`src/hw/drbc_regs.svh`:
```
// register offsets, field positions, reset values and timing counts of the dram bus control block
`ifndef DRBC_REGS_SVH
`define DRBC_REGS_SVH
`define DRBC_OFF_BUS_CTRL 16'hfed5
`define DRBC_OFF_DRAM_CTRL 16'hfed6
`define DRBC_OFF_REFR_CTRL 16'hfed4
`define DRBC_OFF_RAM_TYPE 16'hfed3
`define DRBC_OFF_EXT_SEL 16'hfed2
`define DRBC_OFF_CNT 16'hfed8
`define DRBC_OFF_COR 16'hfed9
`define DRBC_RST_BUS_CTRL 8'h2c
`define DRBC_RST_DRAM_CTRL 8'h00
`define DRBC_RST_REFR_CTRL 8'h00
`define DRBC_RST_RAM_TYPE 8'h00
`define DRBC_RST_EXT_SEL 8'h00
`define DRBC_RST_CNT 8'h00
`define DRBC_RST_COR 8'hff
`define DRBC_B_WAIT_PIN_ENABLE 0
`define DRBC_B_WRITE_BUFFER_ENABLE 1
`define DRBC_B_DDS 3
`define DRBC_B_EAE 5
`define DRBC_B_BUS_REQUEST_OUT_ENABLE 6
`define DRBC_B_BUS_RELEASE_ENABLE 7
`define DRBC_B_RLW 0
`define DRBC_B_MXC 2
`define DRBC_B_ROW_STROBE_DOWN_MODE 5
`define DRBC_B_BE 6
`define DRBC_B_TPC 7
`define DRBC_B_CKS 0
`define DRBC_B_COMPARE_IRQ_ENABLE 3
`define DRBC_B_CMF 4
`define DRBC_B_SELF_REFRESH_MODE 5
`define DRBC_B_RCW 6
`define DRBC_B_REFRESH_ENABLE 7
`define DRBC_B_WPS 0
`define DRBC_B_BPS 1
`define DRBC_PRE_W 12
`define DRBC_RAS_PULSE 2
`endif

```
`src/hw/drbc_pkg.sv`:
```
// types shared by the dram bus control block
package drbc_pkg;
   typedef enum logic [2:0] {
      DRBC_IDLE, DRBC_ROW, DRBC_WAIT, DRBC_RAS, DRBC_PRE
   } drbc_refr_type;
   typedef struct packed {
      logic wait_active;
      logic write_buffer_on;
      logic ack_late;
      logic page_mode;
      logic row_strobe_down;
      logic [3:0] mux_shift;
      logic two_state_precharge;
      logic [2:0] dram_areas;
      logic ext_window;
      logic self_refresh;
   } drbc_cfg_type;
   typedef struct packed {
      logic [7:0] bus_ctrl;
      logic [7:0] dram_ctrl;
      logic [7:0] refr_ctrl;
      logic [7:0] ram_type;
      logic [7:0] ext_sel;
      logic [7:0] cnt;
      logic [7:0] cor;
      logic flag_seen;
      logic [11:0] pre;
      drbc_refr_type st;
      logic [2:0] wcnt;
      logic ras_n;
      logic cas_n;
      logic refr_busy;
      logic irq;
      logic breq_p0;
      logic breq_p1;
      logic wait_a;
      logic wait_b;
      logic grant;
      logic wait_out;
      drbc_cfg_type cfg;
      logic [7:0] rdata;
      logic rvalid;
      logic waitreq;
   } drbc_state_type;
endpackage

```
`src/hw/drbc_top.sv`:
```
// dram refresh timer and external bus control settings behind an avalon-mm slave
`timescale 1ns/100ps
`default_nettype none
`include "drbc_regs.svh"

// Contract
// - wait input honoured only with wait_pin_enable; wait_pin_select picks the pin.
// - write_buffer_enable turns the write data buffer on or off.
// - ack timing select 0: dma to dram always full access, ack from row state.
// - ack timing select 1 with fast_page_enable: burst allowed, ack from first column state.
// - external_window_enable maps the window above 0x010000 to external space.
// - bus request output driven only when enabled; a select bit picks the pin.
// - external bus release granted only with bus_release_enable set.
// - refresh wait field adds zero to three waits to each refresh cycle.
// - multiplex field gives shift 8, 9 or 10; value 3 is reserved.
// - row strobe mode bit selects ras up (0) or ras down (1).
// - fast_page_enable allows fast page access, otherwise full access.
// - precharge length bit selects one or two precharge states.
// - clock select stops counter at 0, else divides by 2 up to 4096.
// - compare match flag sets when counter equals period constant.
// - compare interrupt asserted while flag set and interrupt enable set.
// - self_refresh_mode gives self-refresh in software standby.
// - row_column_wait adds one wait and delays ras to first column state.
// - refresh control only when refresh_enable is set.
// - 8-bit counter counts selected clock, read/write, resets to zero.
// - 8-bit period constant is read/write and resets to all ones.
// - ram type field marks none, area 2, 2-3 or 2-5 as dram space.
module drbc_top (
   // clock and reset
   input wire logic i_mclk,
   input wire logic i_rst,
   // avalon-mm slave
   input wire logic [15:0] i_address,
   input wire logic i_read,
   input wire logic i_write,
   input wire logic [7:0] i_writedata,
   output logic [7:0] o_readdata,
   output logic o_readdatavalid,
   output logic o_waitrequest,
   // bus side pins and requests
   input wire logic i_wait_pin_a_n,
   input wire logic i_wait_pin_b_n,
   input wire logic i_bus_req_internal,
   input wire logic i_ext_release_req,
   // dram strobes
   output logic o_ras_n,
   output logic o_cas_n,
   output logic o_refresh_busy,
   // bus control outputs
   output logic o_wait_insert,
   output logic o_bus_request_out_p0_n,
   output logic o_bus_request_out_p1_n,
   output logic o_bus_grant,
   output logic o_compare_match_irq,
   output drbc_pkg::drbc_cfg_type o_cfg
);
   import drbc_pkg::*;

   drbc_state_type r;
   drbc_state_type n;
   logic tick;
   logic match;
   logic acc;
   logic [2:0] need;

   //----------------------------------------------------------------
   // divider tap select
   //----------------------------------------------------------------
   // tick is one cycle of the selected divided clock
   always_comb begin
      case (r.refr_ctrl[`DRBC_B_CKS +: 3])
         3'h1: tick = (r.pre[0:0] == 1'h1);
         3'h2: tick = (r.pre[2:0] == 3'h7);
         3'h3: tick = (r.pre[4:0] == 5'h1f);
         3'h4: tick = (r.pre[6:0] == 7'h7f);
         3'h5: tick = (r.pre[8:0] == 9'h1ff);
         3'h6: tick = (r.pre[10:0] == 11'h7ff);
         3'h7: tick = (r.pre == 12'hfff);
         default: tick = 1'b0;
      endcase
   end

   assign match = (r.cnt == r.cor);
   assign acc = (i_read | i_write) & ~r.waitreq;
   // total wait count in a refresh cycle
   assign need = {1'b0, r.dram_ctrl[`DRBC_B_RLW +: 2]} + {2'h0, r.refr_ctrl[`DRBC_B_RCW]};

   //----------------------------------------------------------------
   // next state
   //----------------------------------------------------------------
   // one pass of bus slave, timer, refresh sequencer and pin logic
   always_comb begin
      n = r;
      n.rvalid = 1'b0;
      // waitrequest idles high and drops for one cycle per request
      n.waitreq = 1'b1;
      // prescaler runs only while a clock is selected
      if (r.refr_ctrl[`DRBC_B_CKS +: 3] == 3'h0) begin
         n.pre = '0;
      end else begin
         n.pre = r.pre + 12'h001;
      end
      // counter advance and match clear
      if (tick) begin
         if (match) begin
            n.cnt = 8'h00;
         end else begin
            n.cnt = r.cnt + 8'h01;
         end
      end
      // register writes
      if (i_write && acc) begin
         case (i_address)
            `DRBC_OFF_BUS_CTRL: n.bus_ctrl = i_writedata & 8'heb;
            `DRBC_OFF_DRAM_CTRL: n.dram_ctrl = i_writedata & 8'hef;
            `DRBC_OFF_RAM_TYPE: n.ram_type = {5'h00, i_writedata[2:0]};
            `DRBC_OFF_EXT_SEL: n.ext_sel = {6'h00, i_writedata[1:0]};
            `DRBC_OFF_CNT: n.cnt = i_writedata;
            `DRBC_OFF_COR: n.cor = i_writedata;
            `DRBC_OFF_REFR_CTRL: begin
               n.refr_ctrl = i_writedata;
               // flag bit: 0 clears only after a read of 1, 1 is ignored
               n.refr_ctrl[`DRBC_B_CMF] = r.refr_ctrl[`DRBC_B_CMF];
               if (!i_writedata[`DRBC_B_CMF] && r.flag_seen) begin
                  n.refr_ctrl[`DRBC_B_CMF] = 1'b0;
                  n.flag_seen = 1'b0;
               end
            end
            default: ;
         endcase
      end
      // register reads: data is staged while waitrequest is high, so that it
      // stands at the accepting edge; unmapped reads return zero
      if (i_read && r.waitreq) begin
         n.waitreq = 1'b0;
         n.rvalid = 1'b1;
         case (i_address)
            `DRBC_OFF_BUS_CTRL: n.rdata = r.bus_ctrl;
            `DRBC_OFF_DRAM_CTRL: n.rdata = r.dram_ctrl;
            `DRBC_OFF_RAM_TYPE: n.rdata = r.ram_type;
            `DRBC_OFF_EXT_SEL: n.rdata = r.ext_sel;
            `DRBC_OFF_CNT: n.rdata = r.cnt;
            `DRBC_OFF_COR: n.rdata = r.cor;
            `DRBC_OFF_REFR_CTRL: n.rdata = r.refr_ctrl;
            default: n.rdata = 8'h00;
         endcase
      end
      // writes need no staging and are let through on the next edge
      if (i_write && !i_read && r.waitreq) begin
         n.waitreq = 1'b0;
      end
      // only a flag handed over as 1 arms the clear
      if (i_read && acc && (i_address == `DRBC_OFF_REFR_CTRL) && r.rdata[`DRBC_B_CMF]) begin
         n.flag_seen = 1'b1;
      end
      // set wins over a clear in the same cycle
      if (tick && match) begin
         n.refr_ctrl[`DRBC_B_CMF] = 1'b1;
      end
      // cbr refresh sequencer: cas first, then ras after waits
      case (r.st)
         DRBC_IDLE: begin
            if (tick && match && r.refr_ctrl[`DRBC_B_REFRESH_ENABLE] && r.ram_type[2:0] != 3'h0) begin
               n.st = DRBC_ROW;
               n.cas_n = 1'b0;
               n.refr_busy = 1'b1;
               n.wcnt = 3'h0;
            end
         end
         DRBC_ROW: begin
            if (need == 3'h0) begin
               n.st = DRBC_RAS;
               n.ras_n = 1'b0;
               n.wcnt = 3'h0;
            end else begin
               n.st = DRBC_WAIT;
               n.wcnt = 3'h1;
            end
         end
         DRBC_WAIT: begin
            if (r.wcnt >= need) begin
               n.st = DRBC_RAS;
               n.ras_n = 1'b0;
               n.wcnt = 3'h0;
            end else begin
               n.wcnt = r.wcnt + 3'h1;
            end
         end
         DRBC_RAS: begin
            if (r.wcnt == 3'(`DRBC_RAS_PULSE - 1)) begin
               n.st = DRBC_PRE;
               n.ras_n = 1'b1;
               n.cas_n = 1'b1;
               n.wcnt = 3'h0;
            end else begin
               n.wcnt = r.wcnt + 3'h1;
            end
         end
         DRBC_PRE: begin
            if (r.wcnt == {2'h0, r.dram_ctrl[`DRBC_B_TPC]}) begin
               n.st = DRBC_IDLE;
               n.refr_busy = 1'b0;
            end else begin
               n.wcnt = r.wcnt + 3'h1;
            end
         end
         default: n.st = DRBC_IDLE;
      endcase
      // interrupt request level
      n.irq = r.refr_ctrl[`DRBC_B_CMF] & r.refr_ctrl[`DRBC_B_COMPARE_IRQ_ENABLE];
      // wait input gating and pin select
      n.wait_out = r.bus_ctrl[`DRBC_B_WAIT_PIN_ENABLE] &
         (r.ext_sel[`DRBC_B_WPS] ? ~i_wait_pin_b_n : ~i_wait_pin_a_n);
      // bus request pins, active low
      n.breq_p0 = ~(r.bus_ctrl[`DRBC_B_BUS_REQUEST_OUT_ENABLE] & ~r.ext_sel[`DRBC_B_BPS] & i_bus_req_internal);
      n.breq_p1 = ~(r.bus_ctrl[`DRBC_B_BUS_REQUEST_OUT_ENABLE] & r.ext_sel[`DRBC_B_BPS] & i_bus_req_internal);
      n.grant = r.bus_ctrl[`DRBC_B_BUS_RELEASE_ENABLE] & i_ext_release_req & ~r.refr_busy;
      // decoded configuration for the bus controller
      n.cfg.wait_active = r.bus_ctrl[`DRBC_B_WAIT_PIN_ENABLE];
      n.cfg.write_buffer_on = r.bus_ctrl[`DRBC_B_WRITE_BUFFER_ENABLE];
      n.cfg.ack_late = r.bus_ctrl[`DRBC_B_DDS] & r.dram_ctrl[`DRBC_B_BE];
      n.cfg.page_mode = r.dram_ctrl[`DRBC_B_BE];
      n.cfg.row_strobe_down = r.dram_ctrl[`DRBC_B_ROW_STROBE_DOWN_MODE];
      case (r.dram_ctrl[`DRBC_B_MXC +: 2])
         2'h0: n.cfg.mux_shift = 4'h8;
         2'h1: n.cfg.mux_shift = 4'h9;
         2'h2: n.cfg.mux_shift = 4'ha;
         default: n.cfg.mux_shift = 4'h0;
      endcase
      n.cfg.two_state_precharge = r.dram_ctrl[`DRBC_B_TPC];
      case (r.ram_type[2:0])
         3'h1: n.cfg.dram_areas = 3'h1;
         3'h2: n.cfg.dram_areas = 3'h3;
         3'h3: n.cfg.dram_areas = 3'h7;
         default: n.cfg.dram_areas = 3'h0;
      endcase
      n.cfg.ext_window = r.bus_ctrl[`DRBC_B_EAE];
      n.cfg.self_refresh = r.refr_ctrl[`DRBC_B_SELF_REFRESH_MODE];
   end

   //----------------------------------------------------------------
   // state register
   //----------------------------------------------------------------
   // all state in one struct, constant reset values
   always_ff @(posedge i_mclk or posedge i_rst) begin
      if (i_rst) begin
         r <= '0;
         r.bus_ctrl <= `DRBC_RST_BUS_CTRL;
         r.dram_ctrl <= `DRBC_RST_DRAM_CTRL;
         r.refr_ctrl <= `DRBC_RST_REFR_CTRL;
         r.ram_type <= `DRBC_RST_RAM_TYPE;
         r.ext_sel <= `DRBC_RST_EXT_SEL;
         r.cnt <= `DRBC_RST_CNT;
         r.cor <= `DRBC_RST_COR;
         r.st <= DRBC_IDLE;
         r.ras_n <= 1'b1;
         r.cas_n <= 1'b1;
         r.breq_p0 <= 1'b1;
         r.breq_p1 <= 1'b1;
         r.waitreq <= 1'b1;
         r.cfg.mux_shift <= 4'h8;
         r.cfg.ext_window <= 1'b1;
      end else begin
         r <= n;
      end
   end

   //----------------------------------------------------------------
   // outputs
   //----------------------------------------------------------------
   // every output is a field of the state register
   assign o_readdata = r.rdata;
   assign o_readdatavalid = r.rvalid;
   assign o_waitrequest = r.waitreq;
   assign o_ras_n = r.ras_n;
   assign o_cas_n = r.cas_n;
   assign o_refresh_busy = r.refr_busy;
   assign o_wait_insert = r.wait_out;
   assign o_bus_request_out_p0_n = r.breq_p0;
   assign o_bus_request_out_p1_n = r.breq_p1;
   assign o_bus_grant = r.grant;
   assign o_compare_match_irq = r.irq;
   assign o_cfg = r.cfg;

   //----------------------------------------------------------------
   // assertions
   //----------------------------------------------------------------
   property p_irq;
      @(posedge i_mclk) disable iff (i_rst)
      (r.refr_ctrl[`DRBC_B_CMF] && r.refr_ctrl[`DRBC_B_COMPARE_IRQ_ENABLE]) |=> o_compare_match_irq;
   endproperty
   a_irq: assert property (p_irq) else $error("irq missing");
   property p_flag_set;
      @(posedge i_mclk) disable iff (i_rst) (tick && match) |=> r.refr_ctrl[`DRBC_B_CMF];
   endproperty
   a_flag_set: assert property (p_flag_set) else $error("flag not set");
   property p_clr_need_read;
      @(posedge i_mclk) disable iff (i_rst)
      (r.refr_ctrl[`DRBC_B_CMF] && !r.flag_seen && !(i_read && acc)) |=> r.refr_ctrl[`DRBC_B_CMF];
   endproperty
   a_clr_need_read: assert property (p_clr_need_read) else $error("flag cleared early");
   property p_cnt_wrap;
      @(posedge i_mclk) disable iff (i_rst) (tick && match && !(i_write && acc)) |=> r.cnt == 8'h00;
   endproperty
   a_cnt_wrap: assert property (p_cnt_wrap) else $error("counter not cleared");
   property p_stop;
      @(posedge i_mclk) disable iff (i_rst)
      (r.refr_ctrl[2:0] == 3'h0 && !(i_write && acc)) |=> $stable(r.cnt);
   endproperty
   a_stop: assert property (p_stop) else $error("counter ran while stopped");
   property p_no_refr;
      @(posedge i_mclk) disable iff (i_rst)
      (r.st == DRBC_IDLE && !r.refr_ctrl[`DRBC_B_REFRESH_ENABLE]) |=> r.st == DRBC_IDLE;
   endproperty
   a_no_refr: assert property (p_no_refr) else $error("refresh while disabled");
   property p_ras_after_cas;
      @(posedge i_mclk) disable iff (i_rst) $fell(o_ras_n) |-> !o_cas_n;
   endproperty
   a_ras_after_cas: assert property (p_ras_after_cas) else $error("ras before cas");
   property p_grant;
      @(posedge i_mclk) disable iff (i_rst) o_bus_grant |-> $past(r.bus_ctrl[`DRBC_B_BUS_RELEASE_ENABLE]);
   endproperty
   a_grant: assert property (p_grant) else $error("grant while disabled");
   property p_breq;
      @(posedge i_mclk) disable iff (i_rst)
      (!o_bus_request_out_p0_n || !o_bus_request_out_p1_n) |-> $past(r.bus_ctrl[`DRBC_B_BUS_REQUEST_OUT_ENABLE]);
   endproperty
   a_breq: assert property (p_breq) else $error("request out while disabled");
   property p_breq_select;
      @(posedge i_mclk) disable iff (i_rst)
      !r.ext_sel[`DRBC_B_BPS] |=> o_bus_request_out_p1_n;
   endproperty
   a_breq_select: assert property (p_breq_select) else $error("request on unselected pin");
   property p_wait_gate;
      @(posedge i_mclk) disable iff (i_rst)
      !r.bus_ctrl[`DRBC_B_WAIT_PIN_ENABLE] |=> !o_wait_insert;
   endproperty
   a_wait_gate: assert property (p_wait_gate) else $error("wait inserted while disabled");
   property p_irq_masked;
      @(posedge i_mclk) disable iff (i_rst)
      !r.refr_ctrl[`DRBC_B_COMPARE_IRQ_ENABLE] |=> !o_compare_match_irq;
   endproperty
   a_irq_masked: assert property (p_irq_masked) else $error("irq while masked");
   property p_flag_only_match;
      @(posedge i_mclk) disable iff (i_rst)
      (!r.refr_ctrl[`DRBC_B_CMF] && !(tick && match)) |=> !r.refr_ctrl[`DRBC_B_CMF];
   endproperty
   a_flag_only_match: assert property (p_flag_only_match) else $error("flag set without match");
   property p_cnt_step;
      @(posedge i_mclk) disable iff (i_rst)
      (tick && !match && !(i_write && acc)) |=> r.cnt == $past(r.cnt) + 8'h01;
   endproperty
   a_cnt_step: assert property (p_cnt_step) else $error("counter missed a tick");
   property p_strobe_busy;
      @(posedge i_mclk) disable iff (i_rst)
      (!o_ras_n || !o_cas_n) |-> o_refresh_busy;
   endproperty
   a_strobe_busy: assert property (p_strobe_busy) else $error("strobe outside refresh");
   property p_ras_width;
      @(posedge i_mclk) disable iff (i_rst)
      $fell(o_ras_n) |=> !o_ras_n ##1 o_ras_n;
   endproperty
   a_ras_width: assert property (p_ras_width) else $error("ras pulse width wrong");
   property p_precharge;
      @(posedge i_mclk) disable iff (i_rst)
      ($rose(o_ras_n) && !r.dram_ctrl[`DRBC_B_TPC]) |=> !o_refresh_busy;
   endproperty
   a_precharge: assert property (p_precharge) else $error("one state precharge too long");
   c_refresh: cover property (@(posedge i_mclk) disable iff (i_rst) $fell(o_ras_n));
   c_irq: cover property (@(posedge i_mclk) disable iff (i_rst) $rose(o_compare_match_irq));
   c_clear: cover property (@(posedge i_mclk) disable iff (i_rst) $fell(r.refr_ctrl[`DRBC_B_CMF]));
   c_grant: cover property (@(posedge i_mclk) disable iff (i_rst) $rose(o_bus_grant));
   c_wait: cover property (@(posedge i_mclk) disable iff (i_rst) $rose(o_wait_insert));
endmodule
`default_nettype wire

```
`config.mk`:
```
export PLATFORM = sky130hd
export DESIGN_NAME = drbc_top
export DESIGN_NICKNAME = d
export VERILOG_FILES = /design/src/hw/drbc_pkg.sv /design/src/hw/drbc_top.sv
export VERILOG_INCLUDE_DIRS = /design/src /design/src/hw
export SDC_FILE = /design/constraint.sdc
export NUM_CORES = 1
export LEC_CHECK = 0
export BUFFER_PORTS_ARGS = -buffer_cell sky130_fd_sc_hd__buf_2
export CAP_MARGIN = 20
export CORE_ASPECT_RATIO = 0.9
export CORE_MARGIN = 3
export CORE_UTILIZATION = 55
export DETAILED_ROUTE_END_ITERATION = 10
export PLACE_DENSITY = 0.77
export REMOVE_ABC_BUFFERS = 1
export SYNTH_ARGS = -nofsm -noshare
export SYNTH_HDL_FRONTEND = slang
export SYNTH_SLANG_ARGS = --single-unit
```
`constraint.sdc`:
```
create_clock -name i_mclk -period 3.6 [get_ports i_mclk]
set_input_delay 0.18 -clock i_mclk [delete_from_list [all_inputs] [get_ports i_mclk]]
set_output_delay 0.18 -clock i_mclk [all_outputs]
set_load 0.005 [all_outputs]
```
==> out/results.ini, run 1 <==
[status]
status=completed

[worst_setup_path]
crit_path_end_kind=flip-flop
path_buf_inv=0
critical_path_class=flip-flop to flip-flop
crit_path_frequent_cell=ha_1
arrival_ns=3.04
worstPathRequired_ns=3.84
critPathLaunchType=flip-flop
crit_family=compound AO/OA/AOI/OAI gates
slowest_delay_ns=0.41
path_cells=ha_1 > nand4_2 > nor3_1 > ha_1 > nand2_1 > o21ai_0 > o22ai_4 > o31ai_4 > and2_4 > mux2_4
slowest_stage=dfrtp_1
crit_fanout=18

[clock_tree]
post_cts_buffers=0
clockRootBuffer=clkbuf_8
numCtsBuffers=9
cts.sinks=94
clk_path_buf_depth=2
clock_latency_ns=0.35
cts_tree=yes
cts.clk_slew.worst_paths_ns=0.09
ctsHtreeMaxLevel=3

[power]
combPwrFrac=0.041
internal-power_w=0.00159
p_sw_frac=0.209
power.density_nw_per_um2=370
peakVddDrop_uv=225
p_total_w=0.00201
power.switching_w=0.000420
pwr-share-seq=0.529
pwr-share-clk=0.430
power.leakage_nw=2.51

[logic_synthesis]
yosys.area.top_type=dfrtp_1
yosys_warnings=0
yosysTopAreaCellShare=0.391
ys_seq_area_frac=0.488
ys.flop_type=dfrtp_1
synth-edff-count=0
async_flop_share=1.00
synth-seq-cells=94
synth_area_per_cell_um2=10.8
synthCells=452
ys_top_cells_by_area=dfrtp_1, dfstp_2, mux2_2
synth.distinct_cells=66
syn-cell-area_um2=4870

[final_layout]
nets=537
drive_gt1_frac=0.309
postLayoutCellArea_um2=5420
antenna_cells=0
synthToLayoutAreaGrowth_pct=11.4

[floorplanning]
initial_core_util=0.583
io_pins=65
fp.dieW_um=105
rows=31
fp.dieH_um=95.2
core_um2=8340
dieArea_um2=10000

[global_routing]
grt.overflow.total=0
grt_usage=0.225
antenna_found_initial=0
grt_pass1_vias=3500
grt_pass1_wl_um=17700
grt_max_degree=64

[timing]
setup_viol=0
finalCritPeriodShare=0.776
tightest_slew_ns=0.964
finalHoldViolations=0
rsz0062_at_grt=no
fmax_mhz=358
setup_tns_ns=0
slew-limit-headroom=0.355
finalCriticalPeriod_ns=2.79
fin_worst_skew_ns=0.00835
drv_slew=0

[flow_run]
cap_violations=0

[drt]
vias=3538
wl_per_cell_um=17.5
detail_route.vias_per_cell=5.76
drc=0
drt_iter0_drc=169
drt_pass1_iterations=4
totalWireLength_um=10700
drtAntennaViolNets=0

[hold_path]
hp-class=input port to flip-flop

[placed_design]
place.gp.congestion=0.894
port_buffers=63
dp.final_hpwl_um=7570
placed_cell_area_um2=5110

## synth_stat cells, types with 3 or more instances
master and instances:
a21oi_1 20, nor2_1 24, a222oi_1 4, inv_1 16, a21o_1 7, and4_1 3, o211ai_1 4, xnor2_1 5
nor2b_1 13, ha_1 11, and2_1 8, nand3_1 10, nand2_1 40, or3_1 5, nor3_1 12, o31ai_1 4
buf_2 7, and3_1 4, clkbuf_1 8, xor2_1 11, dfstp_2 18, buf_4 23, nand4b_1 4, dfrtp_1 76
o21ai_0 14, nand4_1 4, mux2i_1 6, a211oi_1 3, mux2_2 36, o22ai_1 3
## worst register-to-register path, delay by kind of cell, from the launching register on
kind	cells	cell delay (ns)
and+or+nand+nor	4	0.63
DFF	1	0.41
adders and majority gates	2	0.42
muxes	1	0.29
AOI/OAI and AO/OA	3	0.93
## cells by family (layout without fill, tap and decap cells)
group,count (synthesis),in the layout,share of synthesized area
XOR/XNOR,16,16,0.0288
flip-flops,94,94,0.488
AND/OR/NAND/NOR,148,148,0.165
buffers and inverters,55,102,0.0620
other,1,1,0.000771
AO/OA/AOI/OAI,83,83,0.125
multiplexers,44,44,0.102
adder cells (fa/ha/maj),11,11,0.0283
## power by group through the flow
stage	Clock, W	Combinational (W)	Sequential (W)
6_report	0.000864	0.0000826	0.00106
5_1_grt	0.000918	0.0000933	0.00106
4_1_cts	0.000880	0.0000786	0.00106
3_5_place_dp	0	0.0000773	0.00108
3_3_place_gp	0	0.0000751	0.00108
2_1_floorplan	0	0.0000326	0.00108
## cells in the final DEF, fill, tap and decap left out, types with 5 or more instances in the layout
cell / netlist / routed
a21oi_1: 20 / 20
nand3_1: 10 / 10
nor3_1: 12 / 12
a21o_1: 7 / 7
ha_1: 11 / 11
nor2_1: 24 / 24
mux2i_1: 6 / 6
xnor2_1: 5 / 5
buf_2: 7 / 63
o21ai_0: 14 / 14
nand2_1: 40 / 40
dfrtp_1: 76 / 76
or3_1: 5 / 5
nor2b_1: 13 / 13
inv_1: 16 / 15
mux2_2: 36 / 36
and2_1: 8 / 8
xor2_1: 11 / 11
clkbuf_8: 0 / 11
dfstp_2: 18 / 18
## through the flow
step / hold slack (ns) / utilization / instances / setup slack, ns
after floorplan: 0.243 / - / 413 / 1.00
after global placement: 0.354 / 0.612 / 593 / 1.02
after detailed placement: 0.364 / 0.612 / 594 / 0.858
after CTS: 0.00134 / 0.644 / 611 / 0.793
after global routing: 0.0181 / 0.650 / 614 / 0.657
final: 0.0131 / 0.650 / 614 / 0.806
## state kept, by name (all words and copies together) (netlist names), 7 cells and up
name	flops
r	55
o_readdata	8
n	7
o_cfg	14
## worst paths after layout
| kind | slack (ns) | start | depth (start not counted) | end |
|---|---|---|---|---|
| worst max-delay path | 0.81 | r[41]$_DFF_PP0_ | 10 | r[35]$_DFFE_PP0P_ |
| min in group asynchronous | 0.28 | i_rst | 3 | o_cfg[3]$_DFF_PP0_ |
| worst max register to register | 0.81 | r[41]$_DFF_PP0_ | 10 | r[35]$_DFFE_PP0P_ |
| worst min-delay path | 0.01 | i_read | 2 | o_waitrequest$_DFF_PP1_ |
| max in group asynchronous | 2.47 | i_rst | 5 | r[105]$_DFFE_PP1P_ |
| worst min register to register | 0.38 | n[11]$_DFFE_PP1P_ | 0 | o_cfg[1]$_DFF_PP1_ |
## area by class of cell
| class | instances | area, um^2 |
|---|---|---|
| clock inverter | 5 | 105 |
| timing repair buffer | 70 | 395 |
| clock buffer | 11 | 151 |
| inverter | 16 | 61.3 |
| multi-input combinational | 303 | 2190 |
| fill | 650 | 2920 |
| tap | 115 | 144 |
| sequential | 94 | 2370 |
## what timing repair did
| item | CTS | global route |
|---|---|---|
| setup endpoints to repair | 0 | 0 |
| hold endpoints to repair | 1 | 10 |
| gates resized for setup | 0 | 0 |
| hold buffers | 1 | 2 |
## layer usage
metal | wire length (um) | global-route usage
met4 | 201 | 0.0732
met3 | 638 | 0.0420
met2 | 5110 | 0.353
met5 | 0 | 0
met1 | 4780 | 0.321
Power figures use the tool's default switching activity.
==> run 2, diff against run 1 <==
--- a/config.mk
+++ b/config.mk
@@ -10,9 +10,9 @@
 export CAP_MARGIN = 20
 export CORE_ASPECT_RATIO = 0.9
 export CORE_MARGIN = 3
-export CORE_UTILIZATION = 55
+export CORE_UTILIZATION = 52
 export DETAILED_ROUTE_END_ITERATION = 10
-export PLACE_DENSITY = 0.77
+export PLACE_DENSITY = 0.76
 export REMOVE_ABC_BUFFERS = 1
 export SYNTH_ARGS = -nofsm -noshare
 export SYNTH_HDL_FRONTEND = slang
==> constraint.sdc (replaced) <==
create_clock -name i_mclk -period 2.3 [get_ports i_mclk]
set_input_delay 0.115 -clock i_mclk [delete_from_list [all_inputs] [get_ports i_mclk]]
set_output_delay 0.115 -clock i_mclk [all_outputs]
set_load 0.005 [all_outputs]
==> out/results.ini, run 2 (synthesized netlist as in run 1, its figures left out) <==
[status]
status=completed

[floorplanning]
fp.dieW_um=108
dieArea_um2=10600
io_pins=65
fp.dieH_um=97.8
rows=32
initial_core_util=0.550
core_um2=8850

[global_routing]
grt_usage=0.218
antenna_found_initial=0
grt_pass1_vias=3617
grt_max_degree=57
grt_pass1_wl_um=18400
grt.overflow.total=0

[final_layout]
nets=560
antenna_cells=0
synthToLayoutAreaGrowth_pct=15.4
largest-register=r
final_common_cell=dfrtp_1
fin_util=0.634
largest_reg_flops=55
drive_gt1_frac=0.349
final_cell_mix=dfrtp_1, buf_2, nand2_1
postLayoutCellArea_um2=5610

[power]
pwr-share-clk=0.410
pwr-share-seq=0.545
power.density_nw_per_um2=543
peakVddDrop_uv=341
combPwrFrac=0.044
internal-power_w=0.00236
power.switching_w=0.000688
power.leakage_nw=2.61
p_sw_frac=0.226

[flow_run]
cap_violations=0

[timing]
setup_viol=0
setup_tns_ns=0
hold-worst-slack_ns=0.0307
fmax_mhz=443
fin_worst_skew_ns=0.0102
slew-limit-headroom=0.352
drv_slew=0
tightest_slew_ns=0.968
finalCriticalPeriod_ns=2.26
finalHoldViolations=0
finalCritPeriodShare=0.981

[worst_setup_path]
critical_path_class=flip-flop to flip-flop
path_cells=ha_2 > ha_4 > inv_1 > ha_1 > nand2_1 > o2111ai_2 > o21ai_1 > a21oi_2 > o22ai_1 > mux2_4
critPathLaunchType=flip-flop
arrival_ns=2.51
slowest_stage=dfrtp_1
crit_fanout=3
slowest_delay_ns=0.41
worstPathRequired_ns=2.56
r2r_slack_ns=0.04
crit_path_end_kind=flip-flop

[placed_design]
placed_cell_area_um2=5270
port_buffers=63
place.gp.congestion=0.860
dp.final_hpwl_um=7940

[drt]
drt_pass1_iterations=6
wl_per_cell_um=17.6
vias=3704
totalWireLength_um=11300
drt_iter0_drc=184
drtAntennaViolNets=0
drc=0
detail_route.vias_per_cell=5.78

[clock_tree]
numCtsBuffers=9
clk_path_buf_depth=2
cts.clk_slew.worst_paths_ns=0.10
clock_latency_ns=0.36
cts_tree=yes
clockRootBuffer=clkbuf_8
cts.sinks=94
ctsHtreeMaxLevel=3

[hold_path]
hp-class=input port to flip-flop

[run 2: metrics by stage]
| stage | power (W) | setup WS (ns) | instances |
|---|---|---|---|
| finish | 0.00305 | 0.0430 | 641 |
| global route | 0.00317 | -0.0347 | 641 |
| CTS | 0.00307 | 0.000690 | 638 |
| detailed placement | 0.00182 | -0.0964 | 617 |
| global placement | 0.00182 | 0.00438 | 617 |
| floorplan | 0.00174 | -0.234 | 413 |
[run 2: worst paths after layout]
path	start	to	cells after the start
worst min-delay path	i_writedata[4]	r[58]$_DFFE_PP1P_	2
max in group asynchronous	i_rst	r[59]$_DFFE_PP1P_	4
worst min register to register	n[11]$_DFFE_PP1P_	o_cfg[1]$_DFF_PP1_	0
worst max-delay path	r[92]$_DFFE_PP0P_	r[35]$_DFFE_PP0P_	10
min in group asynchronous	i_rst	r[37]$_DFFE_PP0P_	3
worst max register to register	r[92]$_DFFE_PP0P_	r[35]$_DFFE_PP0P_	10
[run 2: worst max-delay path, delay by kind of cell (launching register included)]
family / cells / cell delay [ns]
buf+inv: 1 / 0.04
mux: 1 / 0.28
compound gates: 4 / 0.60
fa+ha+maj: 3 / 0.73
flops: 1 / 0.41
simple gates: 1 / 0.09
[run 2: cell type report]
| class | instances | area (um^2) |
|---|---|---|
| fill | 717 | 3240 |
| sequential | 94 | 2370 |
| multi-input combinational | 303 | 2230 |
| timing repair buffer | 93 | 569 |
| tap | 119 | 149 |
| clock buffer | 10 | 138 |
| clock inverter | 6 | 95.1 |
| inverter | 16 | 61.3 |
[run 2: power groups by stage]
stage	Combinational [W]	Clock, W	Sequential, W
final	0.000135	0.00125	0.00166
after global routing	0.000151	0.00135	0.00166
after CTS	0.000136	0.00127	0.00166
after detailed placement	0.000127	0	0.00169
after global placement	0.000125	0	0.00169
after floorplan	0.0000511	0	0.00169
[run 2: per-layer routing]
layer,vias to the layer above,global-route usage,share of wire
met5,-,0,0
met3,11,0.0562,0.071
met2,170,0.333,0.47
met4,0,0.0476,0.0092
li1,1719,-,-
met1,1804,0.316,0.45
[run 2: what timing repair did]
item,in CTS,in global routing
endpoints found under the setup margin,6,9
hold endpoints to repair,33,0
gates resized for setup,1,10
pin swaps,1,2
setup buffers,0,3
hold buffers,5,0
==> run 3, diff against run 2 <==
--- a/config.mk
+++ b/config.mk
@@ -8,12 +8,16 @@
 export LEC_CHECK = 0
 export BUFFER_PORTS_ARGS = -buffer_cell sky130_fd_sc_hd__buf_2
 export CAP_MARGIN = 20
+export CELL_PAD_IN_SITES_DETAIL_PLACEMENT = 1
+export CELL_PAD_IN_SITES_GLOBAL_PLACEMENT = 1
 export CORE_ASPECT_RATIO = 0.9
 export CORE_MARGIN = 3
-export CORE_UTILIZATION = 52
+export CORE_UTILIZATION = 41
+export CTS_CLUSTER_DIAMETER = 150
 export DETAILED_ROUTE_END_ITERATION = 10
-export PLACE_DENSITY = 0.76
+export PLACE_DENSITY_LB_ADDON = 0.1
 export REMOVE_ABC_BUFFERS = 1
 export SYNTH_ARGS = -nofsm -noshare
 export SYNTH_HDL_FRONTEND = slang
 export SYNTH_SLANG_ARGS = --single-unit
+export TNS_END_PERCENT = 1
==> out/results.ini, run 3 (synthesized netlist as in run 1, its figures left out) <==
[status]
status=complete, but fails checks
violations=negative setup slack

[final_layout]
fin_util=0.503
final_cell_mix=dfrtp_1, buf_2, nand2_1
nets=569
fin_cells=687
largest_reg_flops=55
postLayoutCellArea_um2=5800
antenna_cells=0
drive_gt1_frac=0.358
largest-register=r
nFillCells=1275
final_common_cell=dfrtp_1
synthToLayoutAreaGrowth_pct=19.2

[placed_design]
dp_cells=662
place.gp.congestion=0.801
placed_cell_area_um2=5380
dp.final_hpwl_um=9360
port_buffers=63

[global_routing]
grt.overflow.total=0
antenna_found_initial=0
grt_pass1_wl_um=21100
grt_usage=0.206
grt_max_degree=45
grt_pass1_vias=3879

[drt]
vias=3760
totalWireLength_um=13200
wl_per_cell_um=19.2
drc=0
drt_pass1_iterations=4
drt_iter0_drc=249
detail_route.vias_per_cell=5.47
drtAntennaViolNets=0

[timing]
fin_worst_skew_ns=0.00793
finalCritPeriodShare=1.03
finalHoldViolations=0
setup_viol=2
tightest_slew_ns=0.848
fmax_mhz=422
fin_ws_ns=-0.0720
hold-worst-slack_ns=0.0551
drv_slew=0
slew-limit-headroom=0.432
rsz0062_at_grt=yes
finalCriticalPeriod_ns=2.37

[hold_path]
hp-class=input port to flip-flop

[worst_setup_path]
arrival_ns=2.60
critPathLaunchType=flip-flop
worstPathRequired_ns=2.53
crit_fanout=3
crit_path_end_kind=flip-flop
critical_path_class=flip-flop to flip-flop

[clock_tree]
ctsHtreeMaxLevel=3
cts.clk_slew.worst_paths_ns=0.06
cts.sinks=94
clockRootBuffer=clkbuf_16
clock_latency_ns=0.35
clk_path_buf_depth=2
numCtsBuffers=9
cts_tree=yes

[power]
power.switching_w=0.000709
power.leakage_nw=2.67
peakVddDrop_uv=395
pwr-share-clk=0.428
pwr-share-seq=0.527
power.density_nw_per_um2=544
p_sw_frac=0.224
combPwrFrac=0.045
internal-power_w=0.00245

[flow_run]
cap_violations=0

[floorplanning]
fp.dieH_um=109
initial_core_util=0.422
fp.dieW_um=121
core_um2=11500
io_pins=65
dieArea_um2=13200
rows=37

## run 3: path summary, 6_finish.rpt
kind | startpoint | slack (ns) | to | depth (start not counted)
setup / recovery | r[94]$_DFFE_PP0P_ | -0.07 | r[35]$_DFFE_PP0P_ | 10
hold / removal | i_writedata[2] | 0.06 | r[56]$_DFFE_PP1P_ | 3
setup reg to reg | r[94]$_DFFE_PP0P_ | -0.07 | r[35]$_DFFE_PP0P_ | 10
hold reg to reg | n[11]$_DFFE_PP1P_ | 0.38 | o_cfg[1]$_DFF_PP1_ | 0
max in group asynchronous | i_rst | 1.31 | o_cfg[1]$_DFF_PP1_ | 4
min in group asynchronous | i_rst | 0.25 | r[50]$_DFF_PP0_ | 3
## run 3: power by group through the flow
stage                     sequential (W)  combinational [W]  clock [W]
after floorplan                  0.00169          0.0000511          0
after global placement           0.00169           0.000134          0
after detailed placement         0.00169           0.000137          0
after CTS                        0.00166           0.000146    0.00139
after global routing             0.00166           0.000161    0.00146
final                            0.00166           0.000144    0.00135
## run 3: metal layers
| layer | wire length, um | vias to the layer above | GRT usage |
|---|---|---|---|
| met5 | 0 | - | 0 |
| met4 | 153 | 0 | 0.0437 |
| met3 | 609 | 13 | 0.0525 |
| met2 | 6060 | 75 | 0.318 |
| met1 | 6350 | 1937 | 0.296 |
| li1 | - | 1735 | - |
## run 3: worst max-delay path, stage by stage, from the launching register on
cell       delay (ns)
dfrtp_1          0.39
ha_2             0.21
ha_4             0.29
inv_4            0.04
ha_4             0.27
nand2_4          0.04
o2111ai_2        0.22
o21ai_2          0.11
a21oi_2          0.25
o22ai_2          0.15
mux2_4           0.29
## run 3: cell type report
| cell class | instances | area, um^2 | area share |
|---|---|---|---|
| Timing Repair Buffer | 102 | 646 | 0.111 |
| Clock buffer | 16 | 251 | 0.0434 |
| Multi-Input combinational cell | 303 | 2270 | 0.391 |
| Sequential cell | 94 | 2370 | 0.409 |
| Tap cell | 156 | 195 | 0.0336 |
| Inverter | 16 | 65.1 | 0.0112 |
## run 3: metrics by stage
| step | TNS [ns] | setup slack, ns | total power (W) |
|---|---|---|---|
| after detailed placement | -0.0703 | -0.0592 | 0.00183 |
| final | -0.0847 | -0.0720 | 0.00316 |
| after global placement | 0 | 0.0440 | 0.00183 |
| after global routing | -0.300 | -0.101 | 0.00329 |
| after CTS | 0 | 0.00139 | 0.00320 |
| after floorplan | -18.07 | -0.234 | 0.00174 |
## run 3: timing repair
| item | 4_1_cts | 5_1_grt |
|---|---|---|
| hold endpoints to repair | 19 | 0 |
| gates resized for setup | 8 | 12 |
| buffers inserted | 1 | 3 |
| pin swaps | 1 | 9 |
| setup endpoints to repair | 4 | 7 |
| hold buffers | 5 | 0 |
